--- config.mk ---
export PLATFORM = sky130hd
export DESIGN_NAME = sar_adc_control
export DESIGN_NICKNAME = d
export VERILOG_FILES = /design/src/sar_adc_pkg.sv /design/src/pin_sync_edge.sv /design/src/sar_register.sv /design/src/sar_adc_control.sv
export SDC_FILE = /design/constraint.sdc
export NUM_CORES = 1
export LEC_CHECK = 0
export BUFFER_PORTS_ARGS = -buffer_cell sky130_fd_sc_hd__buf_4
export CAP_MARGIN = 20
export CORE_ASPECT_RATIO = 0.9
export CORE_MARGIN = 4
export CORE_UTILIZATION = 56
export DETAILED_ROUTE_END_ITERATION = 7
export PLACE_DENSITY_LB_ADDON = 0.08
export SETUP_SLACK_MARGIN = 0.02
export SLEW_MARGIN = 10
export SYNTH_ARGS = -nofsm -noshare
export SYNTH_HDL_FRONTEND = slang
export SYNTH_SLANG_ARGS = --single-unit
--- constraint.sdc ---
create_clock -name core_clk_in -period 3.4 [get_ports core_clk_in]
set_clock_uncertainty 0.1 [all_clocks]
set_input_delay 0.17 -clock core_clk_in [delete_from_list [all_inputs] [get_ports core_clk_in]]
set_output_delay 0.17 -clock core_clk_in [all_outputs]
set_load 0.02 [all_outputs]
--- src/sar_adc_pkg.sv ---
// constants shared by the successive-approximation converter control logic
package sar_adc_pkg;
	localparam logic [15:0] ADDR_RESULT_HIGH = 16'hffc4;
	localparam logic [15:0] ADDR_RESULT_LOW = 16'hffc5;
	localparam logic [15:0] ADDR_MODE = 16'hffc6;
	localparam logic [15:0] ADDR_START = 16'hffc7;
	localparam logic [15:0] ADDR_IRQ_STATUS = 16'hffc8;
	localparam logic [15:0] ADDR_IRQ_CLEAR = 16'hffc9;
	localparam logic [15:0] ADDR_IRQ_ENABLE = 16'hffca;
	localparam logic [15:0] ADDR_SPEED_INFO = 16'hffcb;
	localparam logic [15:0] ADDR_CLOCK_GATE = 16'hfffa;

	localparam logic [7:0] MODE_RESET = 8'h30;
	localparam logic [7:0] START_RESET = 8'h7f;
	localparam logic [7:0] GATE_RESET = 8'hff;
	localparam logic [1:0] MODE_RESERVED_READ = 2'h3;
	localparam logic [6:0] START_RESERVED_READ = 7'h7f;
	localparam logic [1:0] GATE_RESERVED_READ = 2'h3;
	localparam logic [7:0] READ_NONE = 8'h00;

	localparam int MODE_SPEED_BIT = 7;
	localparam int MODE_TRIG_BIT = 6;
	localparam int START_FLAG_BIT = 7;
	localparam int GATE_ADC_BIT = 4;
	localparam int IRQ_DONE_BIT = 0;

	localparam int RESULT_WIDTH = 10;
	localparam logic [9:0] SAR_FIRST_TRIAL = 10'h200;
	localparam logic [5:0] LOW_RESULT_PAD = 6'h00;

	// channel select groups: 01xx inputs 0..3, 10xx inputs 4..7
	localparam logic [1:0] CH_GROUP_LOW = 2'h1;
	localparam logic [1:0] CH_GROUP_HIGH = 2'h2;

	// conversion length in system clock periods, sample phase, bit step spacing
	localparam logic [5:0] SLOW_CYCLES = 6'h3e;
	localparam logic [5:0] FAST_CYCLES = 6'h1f;
	localparam logic [5:0] SLOW_SAMPLE = 6'h14;
	localparam logic [5:0] FAST_SAMPLE = 6'h0a;
	localparam logic [5:0] SLOW_STEP_MASK = 6'h03;
	localparam logic [5:0] FAST_STEP_MASK = 6'h01;
	localparam logic [5:0] STEP_PHASE = 6'h01;
	localparam logic [5:0] COUNT_ONE = 6'h01;

	localparam int CLK_PERIOD_NS = 100;
	localparam int MIN_CONV_TIME_NS = 6200;
	localparam int MIN_CONV_CYCLES = (MIN_CONV_TIME_NS + CLK_PERIOD_NS - 1) / CLK_PERIOD_NS;

	localparam logic EDGE_RISING = 1'b1;
endpackage

--- src/pin_sync_edge.sv ---
// two-flop synchronisers for comparator and trigger pin, with trigger edge detect
`timescale 1ns/1ns
module pin_sync_edge (
	input wire logic core_clk_in,
	input wire logic sys_rst_in,
	input wire logic comparator_in,
	input wire logic ext_trigger_pin_in,
	input wire logic trigger_edge_select_in,
	output logic comparator_sync_out,
	output logic trigger_pulse_out
);
	typedef struct packed {
		logic [1:0] stage1;
		logic [1:0] stage2;
		logic trig_prev;
		logic trig_pulse;
	} sync_state_type;

	sync_state_type st;
	sync_state_type next_st;

	always_comb begin
		next_st = st;
		next_st.stage1 = {ext_trigger_pin_in, comparator_in};
		// stage1 feeds stage2 only; edge logic looks at stage2 and later
		next_st.stage2 = st.stage1;
		next_st.trig_prev = st.stage2[1];
		if (trigger_edge_select_in == sar_adc_pkg::EDGE_RISING) begin
			next_st.trig_pulse = st.stage2[1] & ~st.trig_prev; // see [RULE10]
		end else begin
			next_st.trig_pulse = ~st.stage2[1] & st.trig_prev; // see [RULE10]
		end
		if (sys_rst_in) begin
			next_st = '0;
		end
	end

	always_ff @(posedge core_clk_in) begin
		st <= next_st;
	end

	assign comparator_sync_out = st.stage2[0];
	assign trigger_pulse_out = st.trig_pulse;
endmodule // pin_sync_edge

--- src/sar_register.sv ---
// successive-approximation trial register, one bit decided per step
`timescale 1ns/1ns
module sar_register (
	input wire logic core_clk_in,
	input wire logic sys_rst_in,
	input wire logic start_in,
	input wire logic step_in,
	input wire logic comp_in,
	output logic [9:0] trial_code_out
);
	typedef struct packed {
		logic [9:0] code;
		logic [9:0] mask;
	} sar_state_type;

	sar_state_type st;
	sar_state_type next_st;

	always_comb begin
		next_st = st;
		if (start_in) begin
			next_st.code = sar_adc_pkg::SAR_FIRST_TRIAL; // see [RULE1]
			next_st.mask = sar_adc_pkg::SAR_FIRST_TRIAL;
		end else if (step_in) begin
			// comparator high: input at or above trial, keep the bit
			next_st.mask = st.mask >> 1;
			next_st.code = (comp_in ? st.code : (st.code & ~st.mask)) | next_st.mask; // see [RULE1]
		end
		if (sys_rst_in) begin
			next_st = '0;
		end
	end

	always_ff @(posedge core_clk_in) begin
		st <= next_st;
	end

	assign trial_code_out = st.code;

	a_first_trial: assert property ( // see [RULE1]
		@(posedge core_clk_in) disable iff (sys_rst_in)
		start_in |=> (st.code == sar_adc_pkg::SAR_FIRST_TRIAL) && $onehot(st.mask)
	) else $error("trial register not loaded with first trial");
endmodule // sar_register

--- src/sar_adc_control.sv ---
// register file, sequencer and interrupt logic of the 10-bit converter
// Functional notes
// [RULE1] converts one of up to eight inputs at a time by successive approximation
// [RULE2] completion stores a 10-bit result, held until next conversion starts
// [RULE3] upper eight bits in high register, lower two in low bits 7 and 6
// [RULE4] result registers readable anytime, contents undefined during conversion
// [RULE5] reset does not clear the result registers
// [RULE6] mode register resets to 0x30: slow speed, trigger off, no channel
// [RULE7] speed bit 0 gives 62 clock periods per conversion, bit 1 gives 31
// [RULE8] software keeps conversion time at or above the guaranteed limit
// [RULE9] trigger enable 0 means trigger pin edges never start conversion
// [RULE10] trigger enable 1 starts on the edge chosen by edge-select input
// [RULE11] every completed conversion raises an interrupt request
// [RULE12] module standby stops the converter independently of the chip
// [RULE13] start flag: write 1 starts, reads 1 while busy, write 0 stops
// [RULE14] channel bits: 00xx none, 01xx inputs 0-3, 10xx inputs 4-7, 11xx barred
// [RULE15] completion sets done flag; interrupt only when its enable is 1
// [RULE16] qualifying trigger edge sets start flag exactly like software start
// [RULE17] sequencer counts selected periods, then completes and latches result
//
// The plain strobed port is this design's own decision.
`timescale 1ns/1ns
module sar_adc_control (
	input wire logic core_clk_in,
	input wire logic sys_rst_in,
	input wire logic [15:0] addr_in,
	input wire logic [7:0] wr_data_in,
	input wire logic wr_in,
	input wire logic rd_in,
	output logic [7:0] rd_data_out,
	input wire logic ext_trigger_pin_in,
	input wire logic trigger_edge_select_in,
	input wire logic comparator_in,
	output logic [2:0] channel_out,
	output logic channel_valid_out,
	output logic sample_out,
	output logic [9:0] trial_code_out,
	output logic conversion_active_out,
	output logic irq_out
);
	typedef struct packed {
		logic conversion_speed_select;
		logic ext_trigger_enable;
		logic [3:0] channel_select;
		logic conversion_active_flag;
		logic run_speed;
		logic [5:0] count;
		logic [9:0] result;
		logic [5:0] gate_bits;
		logic conversion_done_request;
		logic conversion_done_irq_enable;
		logic [7:0] rd_data;
		logic [2:0] channel;
		logic channel_valid;
		logic sample;
		logic irq;
		logic done_seen;
	} ctl_state_type;

	ctl_state_type st;
	ctl_state_type next_st;

	logic trig_pulse;
	logic sar_start;
	logic sar_step;
	logic [9:0] sar_code;

	logic wr_start;
	logic start_write;
	logic stop_write;
	logic standby;
	logic done_evt;
	logic done_ok;
	logic [5:0] last_count;
	logic [5:0] sample_len;
	logic [5:0] step_mask;
	logic [5:0] next_sample_len;
	logic [5:0] mode_cycles;

	pin_sync_edge u_pins (
		.core_clk_in(core_clk_in),
		.sys_rst_in(sys_rst_in),
		.comparator_in(comparator_in),
		.ext_trigger_pin_in(ext_trigger_pin_in),
		.trigger_edge_select_in(trigger_edge_select_in),
		.comparator_sync_out(),
		.trigger_pulse_out(trig_pulse)
	);

	sar_register u_sar (
		.core_clk_in(core_clk_in),
		.sys_rst_in(sys_rst_in),
		.start_in(sar_start),
		.step_in(sar_step),
		// comparator is latched on this clock by the analog part; two more flops
		// would let each fast-mode decision see the previous trial
		.comp_in(comparator_in),
		.trial_code_out(sar_code)
	);

	always_comb begin
		next_st = st;
		// speed is frozen at start; mode changes mid-run need a stop first
		last_count = (st.run_speed ? sar_adc_pkg::FAST_CYCLES : sar_adc_pkg::SLOW_CYCLES)
			- sar_adc_pkg::COUNT_ONE; // see [RULE7]
		sample_len = st.run_speed ? sar_adc_pkg::FAST_SAMPLE : sar_adc_pkg::SLOW_SAMPLE;
		step_mask = st.run_speed ? sar_adc_pkg::FAST_STEP_MASK : sar_adc_pkg::SLOW_STEP_MASK;
		mode_cycles = st.conversion_speed_select ? sar_adc_pkg::FAST_CYCLES
			: sar_adc_pkg::SLOW_CYCLES;
		wr_start = wr_in && (addr_in == sar_adc_pkg::ADDR_START);
		start_write = wr_start && wr_data_in[sar_adc_pkg::START_FLAG_BIT];
		stop_write = wr_start && !wr_data_in[sar_adc_pkg::START_FLAG_BIT];
		standby = !st.gate_bits[sar_adc_pkg::GATE_ADC_BIT]; // see [RULE12]
		done_evt = st.conversion_active_flag && (st.count == last_count); // see [RULE17]
		done_ok = done_evt && !stop_write && !standby;
		// a trigger edge qualifies only while enabled; it acts like a start write
		sar_start = !st.conversion_active_flag && !standby
			&& (start_write || (st.ext_trigger_enable && trig_pulse)); // see [RULE9] see [RULE16]
		sar_step = st.conversion_active_flag && (st.count > sample_len)
			&& (st.count < last_count)
			&& (((st.count - sample_len) & step_mask) == sar_adc_pkg::STEP_PHASE); // see [RULE1]

		// sequencer
		if (standby || stop_write) begin
			next_st.conversion_active_flag = 1'b0; // see [RULE12] see [RULE13]
		end else if (sar_start) begin
			next_st.conversion_active_flag = 1'b1; // see [RULE13]
			next_st.count = '0;
			next_st.run_speed = st.conversion_speed_select;
		end else if (done_evt) begin
			next_st.conversion_active_flag = 1'b0; // see [RULE13]
			next_st.result = sar_code; // see [RULE2] see [RULE17]
		end else if (st.conversion_active_flag) begin
			next_st.count = st.count + sar_adc_pkg::COUNT_ONE; // see [RULE17]
		end

		// register writes
		if (wr_in && addr_in == sar_adc_pkg::ADDR_MODE) begin
			next_st.conversion_speed_select = wr_data_in[sar_adc_pkg::MODE_SPEED_BIT];
			next_st.ext_trigger_enable = wr_data_in[sar_adc_pkg::MODE_TRIG_BIT];
			next_st.channel_select = wr_data_in[3:0];
		end
		if (wr_in && addr_in == sar_adc_pkg::ADDR_CLOCK_GATE) begin
			next_st.gate_bits = wr_data_in[5:0];
		end
		if (wr_in && addr_in == sar_adc_pkg::ADDR_IRQ_ENABLE) begin
			next_st.conversion_done_irq_enable = wr_data_in[sar_adc_pkg::IRQ_DONE_BIT];
		end
		// set wins over a clear in the same cycle
		if (wr_in && addr_in == sar_adc_pkg::ADDR_IRQ_CLEAR
			&& wr_data_in[sar_adc_pkg::IRQ_DONE_BIT]) begin
			next_st.conversion_done_request = 1'b0;
		end
		if (done_ok) begin
			next_st.conversion_done_request = 1'b1; // see [RULE11] see [RULE15]
		end
		next_st.done_seen = done_ok;

		// read data valid in the cycle after the strobe only
		next_st.rd_data = sar_adc_pkg::READ_NONE;
		if (rd_in) begin
			case (addr_in)
				sar_adc_pkg::ADDR_RESULT_HIGH: begin
					next_st.rd_data = st.result[9:2]; // see [RULE3] see [RULE4]
				end
				sar_adc_pkg::ADDR_RESULT_LOW: begin
					next_st.rd_data = {st.result[1:0], sar_adc_pkg::LOW_RESULT_PAD}; // see [RULE3]
				end
				sar_adc_pkg::ADDR_MODE: begin
					next_st.rd_data = {st.conversion_speed_select, st.ext_trigger_enable,
						sar_adc_pkg::MODE_RESERVED_READ, st.channel_select};
				end
				sar_adc_pkg::ADDR_START: begin
					next_st.rd_data = {st.conversion_active_flag,
						sar_adc_pkg::START_RESERVED_READ}; // see [RULE13]
				end
				sar_adc_pkg::ADDR_IRQ_STATUS: begin
					next_st.rd_data = {7'h00, st.conversion_done_request};
				end
				sar_adc_pkg::ADDR_IRQ_ENABLE: begin
					next_st.rd_data = {7'h00, st.conversion_done_irq_enable};
				end
				sar_adc_pkg::ADDR_SPEED_INFO: begin
					// flags a speed setting below the guaranteed conversion time
					next_st.rd_data = {7'h00,
						mode_cycles < 6'(sar_adc_pkg::MIN_CONV_CYCLES)}; // see [RULE8]
				end
				sar_adc_pkg::ADDR_CLOCK_GATE: begin
					next_st.rd_data = {sar_adc_pkg::GATE_RESERVED_READ, st.gate_bits};
				end
				default: begin
					next_st.rd_data = sar_adc_pkg::READ_NONE;
				end
			endcase
		end

		// reset: result survives, everything else to its reset value
		if (sys_rst_in) begin
			next_st = '0;
			next_st.result = st.result; // see [RULE5]
			next_st.conversion_speed_select = sar_adc_pkg::MODE_RESET[sar_adc_pkg::MODE_SPEED_BIT];
			next_st.ext_trigger_enable = sar_adc_pkg::MODE_RESET[sar_adc_pkg::MODE_TRIG_BIT]; // see [RULE6]
			next_st.channel_select = sar_adc_pkg::MODE_RESET[3:0]; // see [RULE6]
			next_st.conversion_active_flag = sar_adc_pkg::START_RESET[sar_adc_pkg::START_FLAG_BIT];
			next_st.gate_bits = sar_adc_pkg::GATE_RESET[5:0];
		end

		// analog-facing outputs follow the next state
		case (next_st.channel_select[3:2])
			sar_adc_pkg::CH_GROUP_LOW: begin
				next_st.channel = {1'b0, next_st.channel_select[1:0]}; // see [RULE14]
				next_st.channel_valid = 1'b1;
			end
			sar_adc_pkg::CH_GROUP_HIGH: begin
				next_st.channel = {1'b1, next_st.channel_select[1:0]}; // see [RULE14]
				next_st.channel_valid = 1'b1;
			end
			default: begin
				// 00xx selects nothing; 11xx is barred and also selects nothing
				next_st.channel = 3'h0;
				next_st.channel_valid = 1'b0;
			end
		endcase
		next_sample_len = next_st.run_speed ? sar_adc_pkg::FAST_SAMPLE
			: sar_adc_pkg::SLOW_SAMPLE;
		next_st.sample = next_st.conversion_active_flag && (next_st.count <= next_sample_len);
		next_st.irq = next_st.conversion_done_request
			&& next_st.conversion_done_irq_enable; // see [RULE15]
	end

	always_ff @(posedge core_clk_in) begin
		st <= next_st;
	end

	assign rd_data_out = st.rd_data;
	assign channel_out = st.channel;
	assign channel_valid_out = st.channel_valid;
	assign sample_out = st.sample;
	assign trial_code_out = sar_code;
	assign conversion_active_out = st.conversion_active_flag;
	assign irq_out = st.irq;

	// helper: length of the current busy period
	logic [6:0] span;
	always_ff @(posedge core_clk_in) begin
		if (sys_rst_in) begin
			span <= 7'h00;
		end else if (st.conversion_active_flag) begin
			span <= span + 7'h01;
		end else begin
			span <= 7'h00;
		end
	end

	// helper: a result has been stored since reset; power-up result is undefined
	logic result_known;
	always_ff @(posedge core_clk_in) begin
		if (sys_rst_in) begin
			result_known <= 1'b0;
		end else if (st.done_seen) begin
			result_known <= 1'b1;
		end
	end

	a_conv_length: assert property ( // see [RULE7]
		@(posedge core_clk_in) disable iff (sys_rst_in)
		st.done_seen |-> span == {1'b0, (st.run_speed ? sar_adc_pkg::FAST_CYCLES
			: sar_adc_pkg::SLOW_CYCLES)}
	) else $error("conversion length does not match speed select");

	a_start_sets_flag: assert property ( // see [RULE13]
		@(posedge core_clk_in) disable iff (sys_rst_in)
		(start_write && !st.conversion_active_flag && !standby) |=> conversion_active_out
			##1 conversion_active_out
	) else $error("software start did not set the busy flag");

	a_stop_clears: assert property ( // see [RULE13]
		@(posedge core_clk_in) disable iff (sys_rst_in)
		stop_write |=> !conversion_active_out && !$rose(st.conversion_done_request)
	) else $error("stop write did not end conversion quietly");

	a_result_hold: assert property ( // see [RULE2]
		@(posedge core_clk_in) disable iff (sys_rst_in)
		(result_known && !st.conversion_active_flag && !sar_start) |=> $stable(st.result)
	) else $error("result changed while idle");

	a_result_split: assert property ( // see [RULE3]
		@(posedge core_clk_in) disable iff (sys_rst_in)
		(rd_in && addr_in == sar_adc_pkg::ADDR_RESULT_LOW) |=>
			rd_data_out == {$past(st.result[1:0]), 6'h00}
	) else $error("low result byte misplaced");

	a_trig_ignored: assert property ( // see [RULE9]
		@(posedge core_clk_in) disable iff (sys_rst_in)
		(!st.ext_trigger_enable && !st.conversion_active_flag && !wr_start)
			|=> !conversion_active_out
	) else $error("trigger started a conversion while disabled");

	a_trig_starts: assert property ( // see [RULE10]
		@(posedge core_clk_in) disable iff (sys_rst_in)
		(st.ext_trigger_enable && trig_pulse && !st.conversion_active_flag && !standby
			&& !wr_start) |=> conversion_active_out && sar_code == sar_adc_pkg::SAR_FIRST_TRIAL
	) else $error("qualifying trigger edge did not start conversion");

	a_irq_on_done: assert property ( // see [RULE11]
		@(posedge core_clk_in) disable iff (sys_rst_in)
		(done_ok && st.conversion_done_irq_enable && !wr_in) |=> irq_out && !conversion_active_out
	) else $error("completion did not raise the interrupt");

	a_irq_gated: assert property ( // see [RULE15]
		@(posedge core_clk_in) disable iff (sys_rst_in)
		irq_out |-> st.conversion_done_irq_enable && st.conversion_done_request
	) else $error("interrupt without enabled request");

	a_standby_idle: assert property ( // see [RULE12]
		@(posedge core_clk_in) disable iff (sys_rst_in)
		standby |=> !conversion_active_out
	) else $error("converter busy in module standby");

	a_chan_decode: assert property ( // see [RULE14]
		@(posedge core_clk_in) disable iff (sys_rst_in)
		channel_valid_out |-> $past(next_st.channel_select[3]) != $past(next_st.channel_select[2])
	) else $error("channel marked valid for a barred code");
endmodule // sar_adc_control

==> run_results.csv <==
group,metric,value,unit
setup_path,crit_start,"st[39]",
layout,final_util,68.1,%
die,chipWidth,88.7,µm
global_routing,grt_max_degree,37,
pwr,pwr_density_cell,406,nW/µm²
clocking,clock-sinks,70,
place,pre_cts_ws,-0.114,ns
setup_path,end_kind,"register",
pwr,peakVddDrop,0.000324,V
timing,finalCriticalPeriod,3.13,ns
setup_path,r2r_slack,0.27,ns
clocking,clockBufferDepth,2,
timing,rsz0062_at_grt,"no",
clocking,cts_tree,"built",
synthesis,yosysSeqAreaShare,45.8,%
die,initial_core_util,57.6,%
clocking,cts_made_buffers,9,
timing,drv_slew,0,
timing,tightest_slew,0.753,ns
layout,drive_gt1_share,23.1,%
timing,slew_headroom,49.5,%
setup_path,startpoint_type,"register",
timing,finalCritPeriodShare,92.0,%
setup_path,worstSetupPathType,"reg2reg",
place,portBuffers,55,
clocking,clk_pin_slew,0.07,ns
timing,hold_violations,0,
routing,post_drt_wl_per_cell,14.9,µm
routing,dr_wl_met3,359,µm
die,dieArea,7150,µm²
job,drv_cap,0,
routing,drt_pre_antenna_iters,6,
die,die_h,80.6,µm
place,gp_congestion,0.871,
global_routing,gr-total-overflow,0,
routing,vias,2556,
global_routing,grt_pass1_vias,2524,
routing,wirelength,7060,µm
pwr,power.share.clock,42.6,%
timing,fmax,0.320,GHz
clocking,clock_latency,0.34,ns
routing,ant_nets,0,
clocking,cts_root_buf,"clkbuf_8",
die,core,5690,µm²
clocking,postCtsSetupBuffers,0,
synthesis,synth_area,3280,µm²
timing,hold_ws,0.0285,ns
pwr,power.leakage,1.61,nW
pwr,p_int,1.23,mW
synthesis,netlist_instances,353,
setup_path,r2r_start,"st[39]",
synthesis,synth_warnings,0,
layout,fin_nets,445,
setup_path,crit_required,3.54,ns
die,ioPinCount,56,
global_routing,antenna_found_initial,0,
hold_path,hp-start,"wr_data_in[7]",
layout,antennaDiodeCount,0,
pwr,report.power.total,1.57,mW
hold_path,worstHoldPathType,"in2reg",
routing,wl_met1,3300,µm
timing,fin_ws,0.272,ns
place,place_hpwl,5200,µm
timing,setup_viol,0,
pwr,seq_power_share,53.2,%
synthesis,ys_dominant_reg_cell,"dfxtp_1",
routing,vias_per_cell,5.40,
synthesis,synth_nets,400,
routing,dr_wl_met2,3300,µm
routing,drt-initial-drc-count,140,
clocking,cts.htree.levels,3,
pwr,sw_frac_of_total,21.8,%
pwr,switching_power,0.344,mW
synthesis,synthArstFlopShare,0,%
layout,area_delta_synth_final,18.2,%
synthesis,synth_cell_types,57,
synthesis,ys_seq_elements,70,
status,status,"finished clean",
pwr,p_comb_share,4.2,%
setup_path,cp_max_fo,6,
routing,post-route-drc-count,0,
die,rows,26,
synthesis,synth_edf_count,10,
routing,dr.max_layer_used,"met4",
global_routing,grt_usage,21.3,%
global_routing,grt_pass1_wl,11700,µm
synthesis,syn_area_per_cell,9.29,µm²
setup_path,cp.arrival,3.27,ns
-- cells in the final DEF, fill, tap and decap left out, types with 4 or more instances in the layout --
cell type,instances
nand2b_1,5
buf_4,64
inv_1,21
ha_1,16
and3_1,10
nand3_1,6
a211o_1,6
a21oi_1,33
or2_2,4
clkbuf_8,10
nor2_1,21
dfxtp_1,60
edfxtp_1,10
a22oi_1,4
nand4_1,4
o21ai_0,17
nand2_1,33
nor2b_1,9
mux2i_1,9
-- Yosys cell counts, types with 5 or more instances --
library cell / n / area [µm²]
o21ai_0: 17 / 85.1
inv_1: 21 / 78.8
clkbuf_1: 8 / 30.0
and3_1: 10 / 62.6
mux2i_1: 9 / 90.1
edfxtp_1: 10 / 300
dfxtp_1: 60 / 1200
nand2b_1: 5 / 31.3
a211o_1: 6 / 52.6
a21oi_1: 33 / 165
nor2b_1: 9 / 56.3
nor2_1: 21 / 78.8
nand3_1: 6 / 30.0
ha_1: 16 / 200
nand2_1: 33 / 124
buf_4: 22 / 165
-- metal layers --
metal  up-vias  track usage [%]
met1      1169             28.0
met3         9             4.62
li1       1327                -
met2        51             34.6
met5         -                0
met4         0             6.80
-- cells by family (layout without fill, tap and decap cells) --
family | Yosys count | count (layout) | synth area share [%]
flops | 70 | 70 | 45.8
simple gates | 117 | 117 | 19.7
xor+xnor | 2 | 2 | 0.534
mux | 10 | 10 | 3.09
fa+ha+maj | 16 | 16 | 6.10
buf+inv | 54 | 104 | 8.78
compound gates | 84 | 84 | 16.0
-- final timing paths --
path                            cells after the start           end
worst max-delay path                               12    sample_out
worst min-delay path                                3        st[46]
worst max register to register                     12    sample_out
worst min register to register                      1  u_pins.st[3]
-- sequential cells by signal, indices dropped and copies added, names as in the netlist --
register,count
st,31
u_sar.st,10
u_sar.trial_code_out,10
rd_data_out,8
channel_out,3
u_pins.st,3
channel_valid_out,1
conversion_active_out,1
irq_out,1
sample_out,1
u_pins.trigger_pulse_out,1
-- through the flow --
step	cell area, µm²	TNS (ns)	cells
6_report	3870	0	473
5_1_grt	3870	0	473
3_3_place_gp	3640	0	454
3_5_place_dp	3640	-0.114	454
4_1_cts	3870	0	473
2_1_floorplan	3280	0	353
-- area by class of cell --
type	count	area, µm²
clock buffers	11	141
flip-flops and latches	70	1500
well taps	70	87.6
clock inverters	5	58.8
repair buffers	67	510
fillers	475	1820
multi-input cells	229	1500
inverters	21	78.8
-- worst max-delay path, stage by stage, from the launching register on --
cell       delay, ns
dfxtp_1         0.46
inv_1           0.15
ha_1            0.30
nand4_1         0.17
and4_1          0.27
nor4_2          0.31
ha_1            0.31
nor2b_1         0.13
o21ai_0         0.16
nand2b_1        0.07
a21oi_1         0.19
nor4b_1         0.08
a2111oi_2       0.33
-- timing repair --
item	in CTS	in global routing
resized for setup	0	1
setup endpoints to repair	0	1
hold buffers	3	0
hold endpoints to repair	3	0
-- power groups by stage --
stage	registers [mW]	clock network, mW	logic [mW]
finish	0.838	0.671	0.0660
CTS	0.838	0.682	0.0657
floorplan	0.857	0	0.0267
global route	0.838	0.723	0.0717
global placement	0.857	0	0.0624
detailed placement	0.857	0	0.0626
Note: power is estimated with default switching activity, not from simulation.
